--- config.mk ---
export PLATFORM = sky130hd
export DESIGN_NAME = acmp_top
export DESIGN_NICKNAME = d
export VERILOG_FILES = /design/src/verilog/acmp_pkg.sv /design/src/verilog/acmp_sync.sv /design/src/verilog/acmp_top.sv
export VERILOG_INCLUDE_DIRS = /design/src /design/src/verilog
export SDC_FILE = /design/constraint.sdc
export NUM_CORES = 1
export LEC_CHECK = 0
export ABC_AREA = 1
export BUFFER_PORTS_ARGS = -buffer_cell sky130_fd_sc_hd__buf_2
export CORE_ASPECT_RATIO = 2
export CORE_UTILIZATION = 40
export CTS_BUF_LIST = sky130_fd_sc_hd__clkbuf_8
export CTS_CLUSTER_SIZE = 12
export DETAILED_ROUTE_END_ITERATION = 10
export PLACE_DENSITY = 0.72
export SYNTH_ARGS = -nofsm -noshare
export SYNTH_HDL_FRONTEND = slang
export SYNTH_SLANG_ARGS = --single-unit
--- constraint.sdc ---
create_clock -name pclk -period 1.8 [get_ports pclk]
set_clock_uncertainty 0.05 [all_clocks]
set_input_delay 0.09 -clock pclk [delete_from_list [all_inputs] [get_ports pclk]]
set_output_delay 0.09 -clock pclk [all_outputs]
set_load 0.05 [all_outputs]
--- src/verilog/acmp_params.svh ---
// Register offsets, field positions and reset values of the comparator control block
`ifndef ACMP_PARAMS_SVH
`define ACMP_PARAMS_SVH
`define ACMP_OFF_CSR        12'h000
`define ACMP_OFF_SFR        12'h004
`define ACMP_OFF_IRQ_STAT   12'h008
`define ACMP_OFF_IRQ_MASK   12'h00c
`define ACMP_OFF_VEC_ACK    12'h010
`define ACMP_BIT_DISABLE    7
`define ACMP_BIT_BANDGAP    6
`define ACMP_BIT_OUTPUT     5
`define ACMP_BIT_FLAG       4
`define ACMP_BIT_IRQ_EN     3
`define ACMP_BIT_CAPTURE    2
`define ACMP_BIT_MODE_HI    1
`define ACMP_BIT_MODE_LO    0
`define ACMP_BIT_MUX_EN     3
`define ACMP_CSR_RESET      8'h00
`define ACMP_SFR_RESET      8'h00
`define ACMP_SYNC_STAGES    2
`endif

--- src/verilog/acmp_pkg.sv ---
// Types shared by the comparator control block
package acmp_pkg;
   typedef enum logic [1:0]
   {
      ACMP_EV_TOGGLE   = 2'b00,
      ACMP_EV_RESERVED = 2'b01,
      ACMP_EV_FALL     = 2'b10,
      ACMP_EV_RISE     = 2'b11
   } acmp_mode_t;
endpackage

--- src/verilog/acmp_sync.sv ---
// Two-stage level synchroniser
`timescale 1ns/1ps
module acmp_sync
(
   input  wire logic pclk,
   input  wire logic presetn,
   input  wire logic ce,
   input  wire logic d,
   output logic      q
);
   logic meta_q;

   always_ff @(posedge pclk or negedge presetn)
   begin
      if (!presetn)
      begin
         meta_q <= 1'b0;
         q      <= 1'b0;
      end
      else if (ce)
      begin
         meta_q <= d;
         q      <= meta_q;
      end
   end
endmodule

--- src/verilog/acmp_top.sv ---
// Comparator control logic with APB register access
//
// Register access over APB and the register offsets were decided locally.
`timescale 1ns/1ps
`include "acmp_params.svh"
// Function
// RULE_01 - Writing one to disable bit powers comparator down; zero powers it up
// RULE_02 - Software clears interrupt enable before changing the disable bit
// RULE_03 - Bandgap select picks bandgap reference, otherwise positive pin, as positive input
// RULE_04 - Output status bit is comparator result synchronised, one to two cycles late
// RULE_05 - Event flag sets on the event chosen by the mode field
// RULE_06 - Interrupt only when flag, enable and global enable are all one; the irq output instead follows masked status in stat_q
// RULE_07 - Flag clears automatically when the interrupt vector is executed
// RULE_08 - Writing one to the flag clears it; zero leaves it
// RULE_09 - Capture route enable connects comparator output to timer capture front end
// RULE_10 - Software also sets capture interrupt enable in the timer mask
// RULE_11 - Mode 00 toggle, 10 falling, 11 rising, 01 reserved
// RULE_12 - Software clears interrupt enable before altering the mode field
// RULE_13 - Mux enable with converter off routes channel pin chosen by channel select
// RULE_14 - Otherwise the negative input pin drives the negative input
// RULE_15 - Result is one when positive input exceeds negative input
// RULE_16 - Mux enable sits at bit 3 of shared register, read/write, reset zero
// RULE_17 - Edges found by comparing successive synchronised samples, one set per edge
// RULE_18 - Converter enable and channel select are inputs; selection and output exported
module acmp_top
(
   input  wire logic        pclk,
   input  wire logic        presetn,
   input  wire logic        ce,
   input  wire logic        psel,
   input  wire logic        penable,
   input  wire logic        pwrite,
   input  wire logic [11:0] paddr,
   input  wire logic [31:0] pwdata,
   input  wire logic [3:0]  pstrb,
   output logic      [31:0] prdata,
   output logic             pready,
   output logic             pslverr,
   input  wire logic        cmp_result,
   input  wire logic        global_irq_enable,
   input  wire logic        converter_enable,
   input  wire logic [2:0]  channel_select,
   output logic             comparator_power_down,
   output logic             positive_sel_bandgap,
   output logic             negative_sel_channel,
   output logic      [2:0]  negative_channel,
   output logic             capture_trigger,
   output logic             capture_route_active,
   output logic             comparator_irq,
   output logic             irq
);
   import acmp_pkg::*;

   logic [7:0] csr_q;
   logic       mux_en_q;
   logic       flag_q;
   logic [1:0] stat_q;
   logic [1:0] mask_q;
   logic       cmp_sync;
   logic       cmp_prev_q;
   logic       event_hit;
   logic       wr_acc;
   logic       rd_acc;
   logic       addr_ok;
   logic       flag_w1c;
   logic       vec_ack;
   logic       irq_req;
   logic       stat_pend;
   logic [1:0] warm_q;
   logic       edge_ok;
   logic [7:0] csr_rd;
   acmp_mode_t mode;

   // Reset value of the shared register, so the mux enable bit can be picked out of it
   localparam logic [7:0] SFR_RESET_VAL = `ACMP_SFR_RESET;

   assign mode    = acmp_mode_t'(csr_q[`ACMP_BIT_MODE_HI:`ACMP_BIT_MODE_LO]);
   assign addr_ok = (paddr == `ACMP_OFF_CSR) || (paddr == `ACMP_OFF_SFR)
                 || (paddr == `ACMP_OFF_IRQ_STAT) || (paddr == `ACMP_OFF_IRQ_MASK)
                 || (paddr == `ACMP_OFF_VEC_ACK);
   // Zero-wait slave: each access phase completes in its first cycle
   assign wr_acc  = psel && penable && pwrite && addr_ok && pstrb[0];
   assign rd_acc  = psel && penable && !pwrite && addr_ok;

   // The analog pin is asynchronous to pclk
   acmp_sync u_sync
   (
      .pclk    (pclk),
      .presetn (presetn),
      .ce      (ce),
      .d       (cmp_result), // RULE_15
      .q       (cmp_sync)    // RULE_04
   );

   always_ff @(posedge pclk or negedge presetn)
   begin
      if (!presetn)
         cmp_prev_q <= 1'b0;
      else if (ce)
         cmp_prev_q <= cmp_sync; // RULE_17
   end

   // Edges count only once both samples hold real pin data, so a comparator
   // that is already high when reset ends does not look like a rising edge
   always_ff @(posedge pclk or negedge presetn)
   begin
      if (!presetn)
         warm_q <= 2'h0;
      else if (ce && warm_q != 2'h3)
         warm_q <= warm_q + 2'h1;
   end

   assign edge_ok = (warm_q == 2'h3);

   // Reserved mode never sets the flag
   always_comb
   begin
      unique case (mode)
         ACMP_EV_TOGGLE:   event_hit = cmp_sync ^ cmp_prev_q; // RULE_11
         ACMP_EV_RESERVED: event_hit = 1'b0;
         ACMP_EV_FALL:     event_hit = cmp_prev_q && !cmp_sync;
         ACMP_EV_RISE:     event_hit = !cmp_prev_q && cmp_sync;
      endcase
      if (!edge_ok)
         event_hit = 1'b0; // RULE_17
   end

   // Control bits of the main register
   always_ff @(posedge pclk or negedge presetn)
   begin
      if (!presetn)
         csr_q <= `ACMP_CSR_RESET;
      else if (ce && wr_acc && paddr == `ACMP_OFF_CSR)
         csr_q <= pwdata[7:0]; // RULE_01
   end

   always_ff @(posedge pclk or negedge presetn)
   begin
      if (!presetn)
         mux_en_q <= SFR_RESET_VAL[`ACMP_BIT_MUX_EN];
      else if (ce && wr_acc && paddr == `ACMP_OFF_SFR)
         mux_en_q <= pwdata[`ACMP_BIT_MUX_EN]; // RULE_16
   end

   assign flag_w1c = wr_acc && paddr == `ACMP_OFF_CSR && pwdata[`ACMP_BIT_FLAG];
   assign vec_ack  = wr_acc && paddr == `ACMP_OFF_VEC_ACK && pwdata[0];

   // A new event in the clearing cycle wins over the clear
   always_ff @(posedge pclk or negedge presetn)
   begin
      if (!presetn)
         flag_q <= 1'b0;
      else if (ce)
      begin
         if (event_hit)
            flag_q <= 1'b1; // RULE_05
         else if (flag_w1c || vec_ack)
            flag_q <= 1'b0; // RULE_08 RULE_07
      end
   end

   assign irq_req = flag_q && csr_q[`ACMP_BIT_IRQ_EN] && global_irq_enable; // RULE_06
   assign stat_pend = |(stat_q & mask_q);

   // Sticky status: bit 0 comparator event, bit 1 capture trigger edge; read clears
   always_ff @(posedge pclk or negedge presetn)
   begin
      if (!presetn)
         stat_q <= 2'b00;
      else if (ce)
      begin
         stat_q[0] <= event_hit
                   || (stat_q[0] && !(rd_acc && paddr == `ACMP_OFF_IRQ_STAT));
         stat_q[1] <= (csr_q[`ACMP_BIT_CAPTURE] && edge_ok && (cmp_sync ^ cmp_prev_q))
                   || (stat_q[1] && !(rd_acc && paddr == `ACMP_OFF_IRQ_STAT));
      end
   end

   always_ff @(posedge pclk or negedge presetn)
   begin
      if (!presetn)
         mask_q <= 2'b00;
      else if (ce && wr_acc && paddr == `ACMP_OFF_IRQ_MASK)
         mask_q <= pwdata[1:0];
   end

   // Output and flag bits read from live state, not from what was last written
   always_comb
   begin
      csr_rd                   = csr_q;
      csr_rd[`ACMP_BIT_OUTPUT] = cmp_sync; // RULE_04
      csr_rd[`ACMP_BIT_FLAG]   = flag_q;
   end

   // Registered read data and response
   always_ff @(posedge pclk or negedge presetn)
   begin
      if (!presetn)
      begin
         prdata  <= 32'h0000_0000;
         pready  <= 1'b0;
         pslverr <= 1'b0;
      end
      else if (ce)
      begin
         pready  <= psel && !penable;
         pslverr <= psel && !penable && !addr_ok;
         prdata  <= 32'h0000_0000;
         if (psel && !penable && !pwrite)
         begin
            unique case (paddr)
               `ACMP_OFF_CSR:
                  prdata <= {24'h00_0000, csr_rd};
               `ACMP_OFF_SFR:
                  prdata <= {28'h000_0000, mux_en_q, 3'h0};
               `ACMP_OFF_IRQ_STAT:
                  prdata <= {30'h0000_0000, stat_q};
               `ACMP_OFF_IRQ_MASK:
                  prdata <= {30'h0000_0000, mask_q};
               default:
                  prdata <= 32'h0000_0000;
            endcase
         end
      end
   end

   // Analog control and timer-facing outputs, all registered
   always_ff @(posedge pclk or negedge presetn)
   begin
      if (!presetn)
      begin
         comparator_power_down <= 1'b0;
         positive_sel_bandgap  <= 1'b0;
         negative_sel_channel  <= 1'b0;
         negative_channel      <= 3'h0;
         capture_trigger       <= 1'b0;
         capture_route_active  <= 1'b0;
         comparator_irq        <= 1'b0;
         irq                   <= 1'b0;
      end
      else if (ce)
      begin
         comparator_power_down <= csr_q[`ACMP_BIT_DISABLE]; // RULE_01
         positive_sel_bandgap  <= csr_q[`ACMP_BIT_BANDGAP]; // RULE_03
         negative_sel_channel  <= mux_en_q && !converter_enable; // RULE_13 RULE_14
         negative_channel      <= (mux_en_q && !converter_enable) ? channel_select : 3'h0;
         capture_trigger       <= csr_q[`ACMP_BIT_CAPTURE] && cmp_sync; // RULE_09 RULE_18
         capture_route_active  <= csr_q[`ACMP_BIT_CAPTURE];
         comparator_irq        <= irq_req;
         irq                   <= stat_pend;
      end
   end

   // Flag stays up until a clear arrives
   a_flag_sets: assert property ( // RULE_05
      @(posedge pclk) disable iff (!presetn)
      ce && event_hit |=> flag_q)
      else $error("flag did not set after event");
   a_flag_w1c: assert property ( // RULE_08
      @(posedge pclk) disable iff (!presetn)
      ce && flag_w1c && !event_hit |=> !flag_q)
      else $error("write one did not clear flag");
   a_vec_clear: assert property ( // RULE_07
      @(posedge pclk) disable iff (!presetn)
      ce && vec_ack && !event_hit |=> !flag_q)
      else $error("vector ack did not clear flag");
   a_irq_gate: assert property ( // RULE_06
      @(posedge pclk) disable iff (!presetn)
      ce |=> comparator_irq == $past(irq_req))
      else $error("comparator irq gating wrong");
   a_rise_only: assert property ( // RULE_11
      @(posedge pclk) disable iff (!presetn)
      mode == ACMP_EV_RISE && event_hit |-> cmp_sync && !cmp_prev_q)
      else $error("rise mode hit without rising edge");
   a_fall_only: assert property ( // RULE_11
      @(posedge pclk) disable iff (!presetn)
      mode == ACMP_EV_FALL && event_hit |-> !cmp_sync && cmp_prev_q)
      else $error("fall mode hit without falling edge");
   a_reserved_quiet: assert property ( // RULE_11
      @(posedge pclk) disable iff (!presetn)
      mode == ACMP_EV_RESERVED |-> !event_hit)
      else $error("reserved mode produced event");
   a_sync_delay: assert property ( // RULE_04
      @(posedge pclk) disable iff (!presetn)
      ce && $past(ce) && $past(ce, 2) |-> cmp_sync == $past(cmp_result, 2))
      else $error("synchroniser delay wrong");
   a_neg_select: assert property ( // RULE_14
      @(posedge pclk) disable iff (!presetn)
      ce && converter_enable |=> !negative_sel_channel)
      else $error("channel routed while converter on");
   a_neg_pin: assert property ( // RULE_14
      @(posedge pclk) disable iff (!presetn)
      ce && !mux_en_q |=> !negative_sel_channel && negative_channel == 3'h0)
      else $error("channel routed while mux disabled");
   a_chan_route: assert property ( // RULE_13
      @(posedge pclk) disable iff (!presetn)
      ce && mux_en_q && !converter_enable
      |=> negative_sel_channel && negative_channel == $past(channel_select))
      else $error("selected channel not routed");
   a_capture_off: assert property ( // RULE_09
      @(posedge pclk) disable iff (!presetn)
      ce && !csr_q[`ACMP_BIT_CAPTURE] |=> !capture_trigger)
      else $error("capture fed while route disabled");
   a_capture_feed: assert property ( // RULE_09
      @(posedge pclk) disable iff (!presetn)
      ce && csr_q[`ACMP_BIT_CAPTURE] |=> capture_trigger == $past(cmp_sync))
      else $error("capture not fed while route enabled");
   a_mux_reg: assert property ( // RULE_16
      @(posedge pclk) disable iff (!presetn)
      ce && wr_acc && paddr == `ACMP_OFF_SFR |=> mux_en_q == $past(pwdata[3]))
      else $error("mux enable not written");
   a_power_down: assert property ( // RULE_01
      @(posedge pclk) disable iff (!presetn)
      ce |=> comparator_power_down == $past(csr_q[`ACMP_BIT_DISABLE]))
      else $error("power down does not follow disable bit");
   a_bandgap_sel: assert property ( // RULE_03
      @(posedge pclk) disable iff (!presetn)
      ce |=> positive_sel_bandgap == $past(csr_q[`ACMP_BIT_BANDGAP]))
      else $error("positive input select does not follow bandgap bit");
   a_flag_hold: assert property ( // RULE_08
      @(posedge pclk) disable iff (!presetn)
      ce && flag_q && !flag_w1c && !vec_ack |=> flag_q)
      else $error("flag dropped without a clear");
   a_no_edge_set: assert property ( // RULE_17
      @(posedge pclk) disable iff (!presetn)
      ce && !event_hit && !flag_q |=> !flag_q)
      else $error("flag set without an edge");
   a_warm_quiet: assert property ( // RULE_17
      @(posedge pclk) disable iff (!presetn)
      !edge_ok |-> !event_hit)
      else $error("edge seen before samples were valid");
   a_stat_sticky: assert property ( // RULE_05
      @(posedge pclk) disable iff (!presetn)
      ce && event_hit |=> stat_q[0])
      else $error("status bit missed an event");
   a_irq_level: assert property ( // RULE_06
      @(posedge pclk) disable iff (!presetn)
      ce |=> irq == $past(stat_pend))
      else $error("irq does not follow masked status");
   a_apb_ready: assert property ( // APB handshake, decided locally
      @(posedge pclk) disable iff (!presetn)
      ce && psel && !penable |=> pready)
      else $error("apb ready missing");

   c_toggle: cover property (@(posedge pclk) disable iff (!presetn)
      mode == ACMP_EV_TOGGLE && event_hit);
   c_fall: cover property (@(posedge pclk) disable iff (!presetn)
      mode == ACMP_EV_FALL && event_hit);
   c_rise: cover property (@(posedge pclk) disable iff (!presetn)
      mode == ACMP_EV_RISE && event_hit);
   c_irq: cover property (@(posedge pclk) disable iff (!presetn) comparator_irq);
   c_set_clear: cover property (@(posedge pclk) disable iff (!presetn)
      event_hit && flag_w1c);
endmodule

### Yosys cells after proc, flatten, opt, wreduce, memory -nomap -nowiden

Index checks and enable logic that the tools add are counted.

| word-level totals | value |
|---|---|
| register bits after elaboration | 63 |
| bits of input ports | 60 |
| logic and storage cells | 87 |

| operators by class | value |
|---|---|
| add/subtract/negate cells | 1 |
| equal/unequal tests | 9 |
| mux-type cells | 7 |
| bitwise gates (word level) | 2 |
| reduce and logical (&&, ||, !) cells | 48 |

Operators by type and width:

| cell | number |
|---|---|
| 8-bit case mux with 4 select lines | 1 |
| 1-bit logical AND | 29 |
| 12-bit by 4-bit equality test with 1-bit output, second input constant | 2 |
| 12-bit by 3-bit equality test with 1-bit output, second input constant | 1 |
| 12-bit by 5-bit equality test with 1-bit output, second input constant | 1 |
| 12-bit logical NOT | 1 |
| 8-bit 2-to-1 mux | 1 |
| 1-bit logical NOT | 7 |
| 1-bit logical OR | 7 |
| 2-bit equality test, second input constant | 3 |
| 1-bit case mux with 4 select lines | 1 |
| 1-bit 2-to-1 mux | 3 |
| 3-bit 2-to-1 mux | 1 |
| 2-bit by 1-bit adder with 2-bit output, second input constant | 1 |
| 2-bit bitwise AND | 1 |
| 2-bit by 1-bit equality test with 1-bit output, second input constant | 1 |
| 2-bit logical NOT | 1 |
| 2-bit inequality test, second input constant | 1 |
| 2-bit AND reduction | 1 |
| 2-bit nonzero test | 1 |
| 2-bit OR reduction | 1 |
| 1-bit bitwise XOR | 1 |

### Longest topological paths before layout

| depth | value |
|---|---|
| depth after elaboration | 12 |
| depth in mapped cells | 9 |
| depth with buffers taken out | 9 |

### By module

A second synthesis with hierarchy kept.

| unflattened totals | value |
|---|---|
| cells, all modules | 249 |
| area total of the unflattened synthesis | 2044.5 sq um |

Modules (own cells, without submodules):

| module | instances | cells an instance | area each (sq um) | sequential area each (sq um) |
|---|---|---|---|---|
| acmp_top | 1 | 240 | 1968.1 | 875.8 |
| acmp_sync | 1 | 9 | 76.3 | 50.0 |

### Least setup slack after synthesis

OpenSTA, ideal clock, no wires.

| timing path | value |
|---|---|
| path kind | reg2reg |
| from | reg warm_q[0] |
| to | reg warm_q[1] |
| library setup time | 0.127 ns |
| data arrival time | 1.179 ns |
| required time | 1.623 ns |
| path slack | 0.443 ns |
| cell stages (with the launch flop) | 4 |
| period minus slack after synthesis | 1.357 ns |
| cell sequence | dfrtp_1 ha_1 or2_2 mux2_1 |

| between the ends | value |
|---|---|
| cells in the longest elaborated chain, start to end | 2 |
| elaborated cells on any way between the ends | 3 |
| those cells by class | 1 x add/sub; 1 x eq/ne; 1 x reduce/logical |

Ends and longest elaborated chain:

| item | RTL line | RTL |
|---|---|---|
| start: declaration | acmp_top.sv:69 | `logic [1:0] warm_q;` |
| start signal: assignment | acmp_top.sv:110 | `warm_q <= warm_q + 2'h1;` |
| branches (longest 2 deep; another with 2-bit by 1-bit adder with 2-bit output) | - |  |

Several ways; the timed one is not identified.
A chain may end at the register's enable or synchronous reset.

### Final worst setup path

Ends and elaborated chain as after synthesis.

==> flow_summary.ini <==
[flow_run]
maxCapViolations = 0

[sta]
setup_viol = 0
fin_crit_ns = 1.41
post_route_fraction_of_the_period_consumed_by_the_critical_path_pct = 78.1
final.setup.tns_ns = 0
fmax_mhz = 711
slew_headroom_pct = 46.2
timing.hold.ws_ns = 0.00911
timing_hold_violations_final = 0
worstMarginPinSlew_ns = 0.807
report.final.slew_viol_count = 0
rsz_0062_raised_after_global_routing = false

[placed_design]
post_dp_cell_area_um2 = 2250
hpwlAfterDp_um = 3130
count_of_buffers_from_port_buffering = 51
gpl.final_weighted_congestion = 0.810

[floorplanning]
ios = 104
die_area_um2 = 5350
num_rows = 36
floorplan.die.width_um = 52.2
dieHeight_um = 102
core_area_um2 = 4860
effective_utilization_at_floorplan_pct = 41.5

[critical_path]
cp_num_buf_inv = 0
worstSetupStartpointType = flip-flop
critical_path.max_fanout = 2
crit_path_cell_chain = ha_1, or2_2, mux2_1
cpPeakStageDelay_ns = 0.39
worst-endpoint-required_ns = 1.92
timing.reg2reg.setup_slack_ns = 0.39
criticalPathCategory = flip-flop to flip-flop
worst-r2r-cell-count = 3
setup_crit_end_kind = flip-flop
critPathSlowestCell = sky130_fd_sc_hd__dfrtp_1
arrival_worst_endpoint_ns = 1.53
worst_path_dominant_cell_family = flip-flops
cp_num_cells = 3

[routing]
first_iter_violations = 28
post-route-drc-count = 0
wl_per_cell_um = 11.0
vias = 1670
drt_wl_total_um = 4000
drt_first_pass_iters = 4
via_per_inst = 4.59
antenna_left = 0

[synthesis]
mappedNetlistArea_um2 = 2020
post_synth_inst_count = 244
synth.distinct_cells = 32
synth.yosys.seq_area_share_pct = 45.9
ys_warn_count = 0
avgSynthCellArea_um2 = 8.27
synth.ff_latch_count = 37

[global_routing]
grt_antenna_before_repair = 0
grt.overflow.total = 0
grt_pass1_vias = 1556
grt_util_all_layers_pct = 17.1
grt_max_degree = 38
grt_pass1_wl_um = 6690

[layout]
area_growth_from_synthesis_to_final_layout_pct = 19.5
layout-drive-gt1-share_pct = 28.3
most-common-layout-cells = sky130_fd_sc_hd__nand2_1, sky130_fd_sc_hd__buf_2, sky130_fd_sc_hd__dfrtp_1, sky130_fd_sc_hd__inv_1, sky130_fd_sc_hd__conb_1
final_nets = 369
final_area_um2 = 2410
diode_insertion_count_for_antenna_repair = 0
commonest_non_fill_non_tap_cell_in_the_layout = sky130_fd_sc_hd__nand2_1

[clock_network]
post_cts_resized = 0
cts-hold-fix-buffers = 6
ctsHtreeMaxLevel = 2
max-clock-path-buffers = 2
cts_tree = built
cts_sinks = 37
clock_tree.root_cell = sky130_fd_sc_hd__clkbuf_8
worst_setup_hold_path_clk_slew_ns = 0.07
numCtsBuffers = 5
worst_skew_pair.late_latency_ns = 0.29
post_cts.repair.setup_buffers = 0

[hold_path]
min_path_type = primary input to flip-flop
timing.hold.worst_path_depth = 3

[outcome]
status = completed

[power_and_ir_drop]
leakage_nw = 1.41
max_vdd_drop_mv = 0.509
power.density_cell_area_nw_per_um2 = 803
==> layer usage <==
layer	track usage, %	wire [um]	share of wire (%)	up-vias
met3	2.08	197	4.9	14
met5	0	0	0	-
met4	12.1	188	4.7	0
met1	18.0	1530	38	747
met2	30.1	2090	52	72
li1	-	-	-	837
==> worst min-delay path: stages <==
cell and delay [ns]:
sky130_fd_sc_hd__buf_2 0.08, sky130_fd_sc_hd__nand3_1 0.07, sky130_fd_sc_hd__nand2_1 0.08
==> final timing paths <==
| path | startpoint | end |
|---|---|---|
| max | warm_q[0]$_DFFE_PN0P_ | warm_q[1]$_DFFE_PN0P_ |
| min | channel_select[0] | negative_channel[0]$_DFFE_PN0P_ |
| max reg2reg | warm_q[0]$_DFFE_PN0P_ | warm_q[1]$_DFFE_PN0P_ |
| min reg2reg | warm_q[0]$_DFFE_PN0P_ | warm_q[0]$_DFFE_PN0P_ |
| max in group asynchronous | presetn | mask_q[0]$_DFFE_PN0P_ |
| min in group asynchronous | presetn | prdata[7]$_DFFE_PN0P_ |
==> power by group <==
part	leakage (nW)	internal [mW]	switching (mW)
Sequential	0.480	0.886	0.0350
Combinational	0.875	0.110	0.276
Clock	0.0542	0.346	0.284
Total	1.41	1.34	0.594
==> stage by stage <==
| stage | util (%) | power [mW] | instances | setup WS [ns] |
|---|---|---|---|---|
| 4_1_cts | 49.6 | 1.96 | 364 | 0.383 |
| 6_report | 49.6 | 1.94 | 364 | 0.394 |
| 3_3_place_gp | 46.3 | 1.31 | 350 | 0.357 |
| 2_1_floorplan | - | 1.25 | 267 | 0.443 |
| 3_5_place_dp | 46.3 | 1.32 | 350 | 0.339 |
| 5_1_grt | 49.6 | 2.02 | 364 | 0.253 |
==> synthesized netlist by cell type, drive strengths merged <==
library cell   n  area (um2)
nor4           1        6.26
or2            1        6.26
a21oi          3        15.0
xnor2          1        8.76
nand3         20         118
o21ai         17         111
conb           1        3.75
o32ai          1        8.76
ha             3        37.5
nand2         82         330
nand4          1        6.26
buf           26         195
inv           27         101
nand3b         2        15.0
nor3           2        21.3
nor2          16        88.8
dfrtp         37         926
mux2           1        11.3
clkbuf         2        7.51
==> cells by family after synthesis <==
family | share of synthesized area (%)
other cells | 0.186
mux | 0.558
fa+ha+maj | 1.86
flops | 45.9
compound gates | 6.70
xor+xnor | 0.434
simple gates | 29.3
buf+inv | 15.1
==> registers in the layout, indices dropped and copies added (netlist names), 2 cells and up <==
register / flops
csr_q: 6
prdata: 8
warm_q: 2
mask_q: 2
negative_channel: 3
stat_q: 2
==> final cells by class <==
type	count	area (um2)
Clock inverter	1	5.00
Tap cell	57	71.3
Sequential cell	37	926
Multi-Input combinational cell	175	875
Fill cell	493	2450
Clock buffer	7	96.3
Inverter	27	101
Timing Repair Buffer	60	338
No activity file was read; power rests on OpenSTA's default activity.
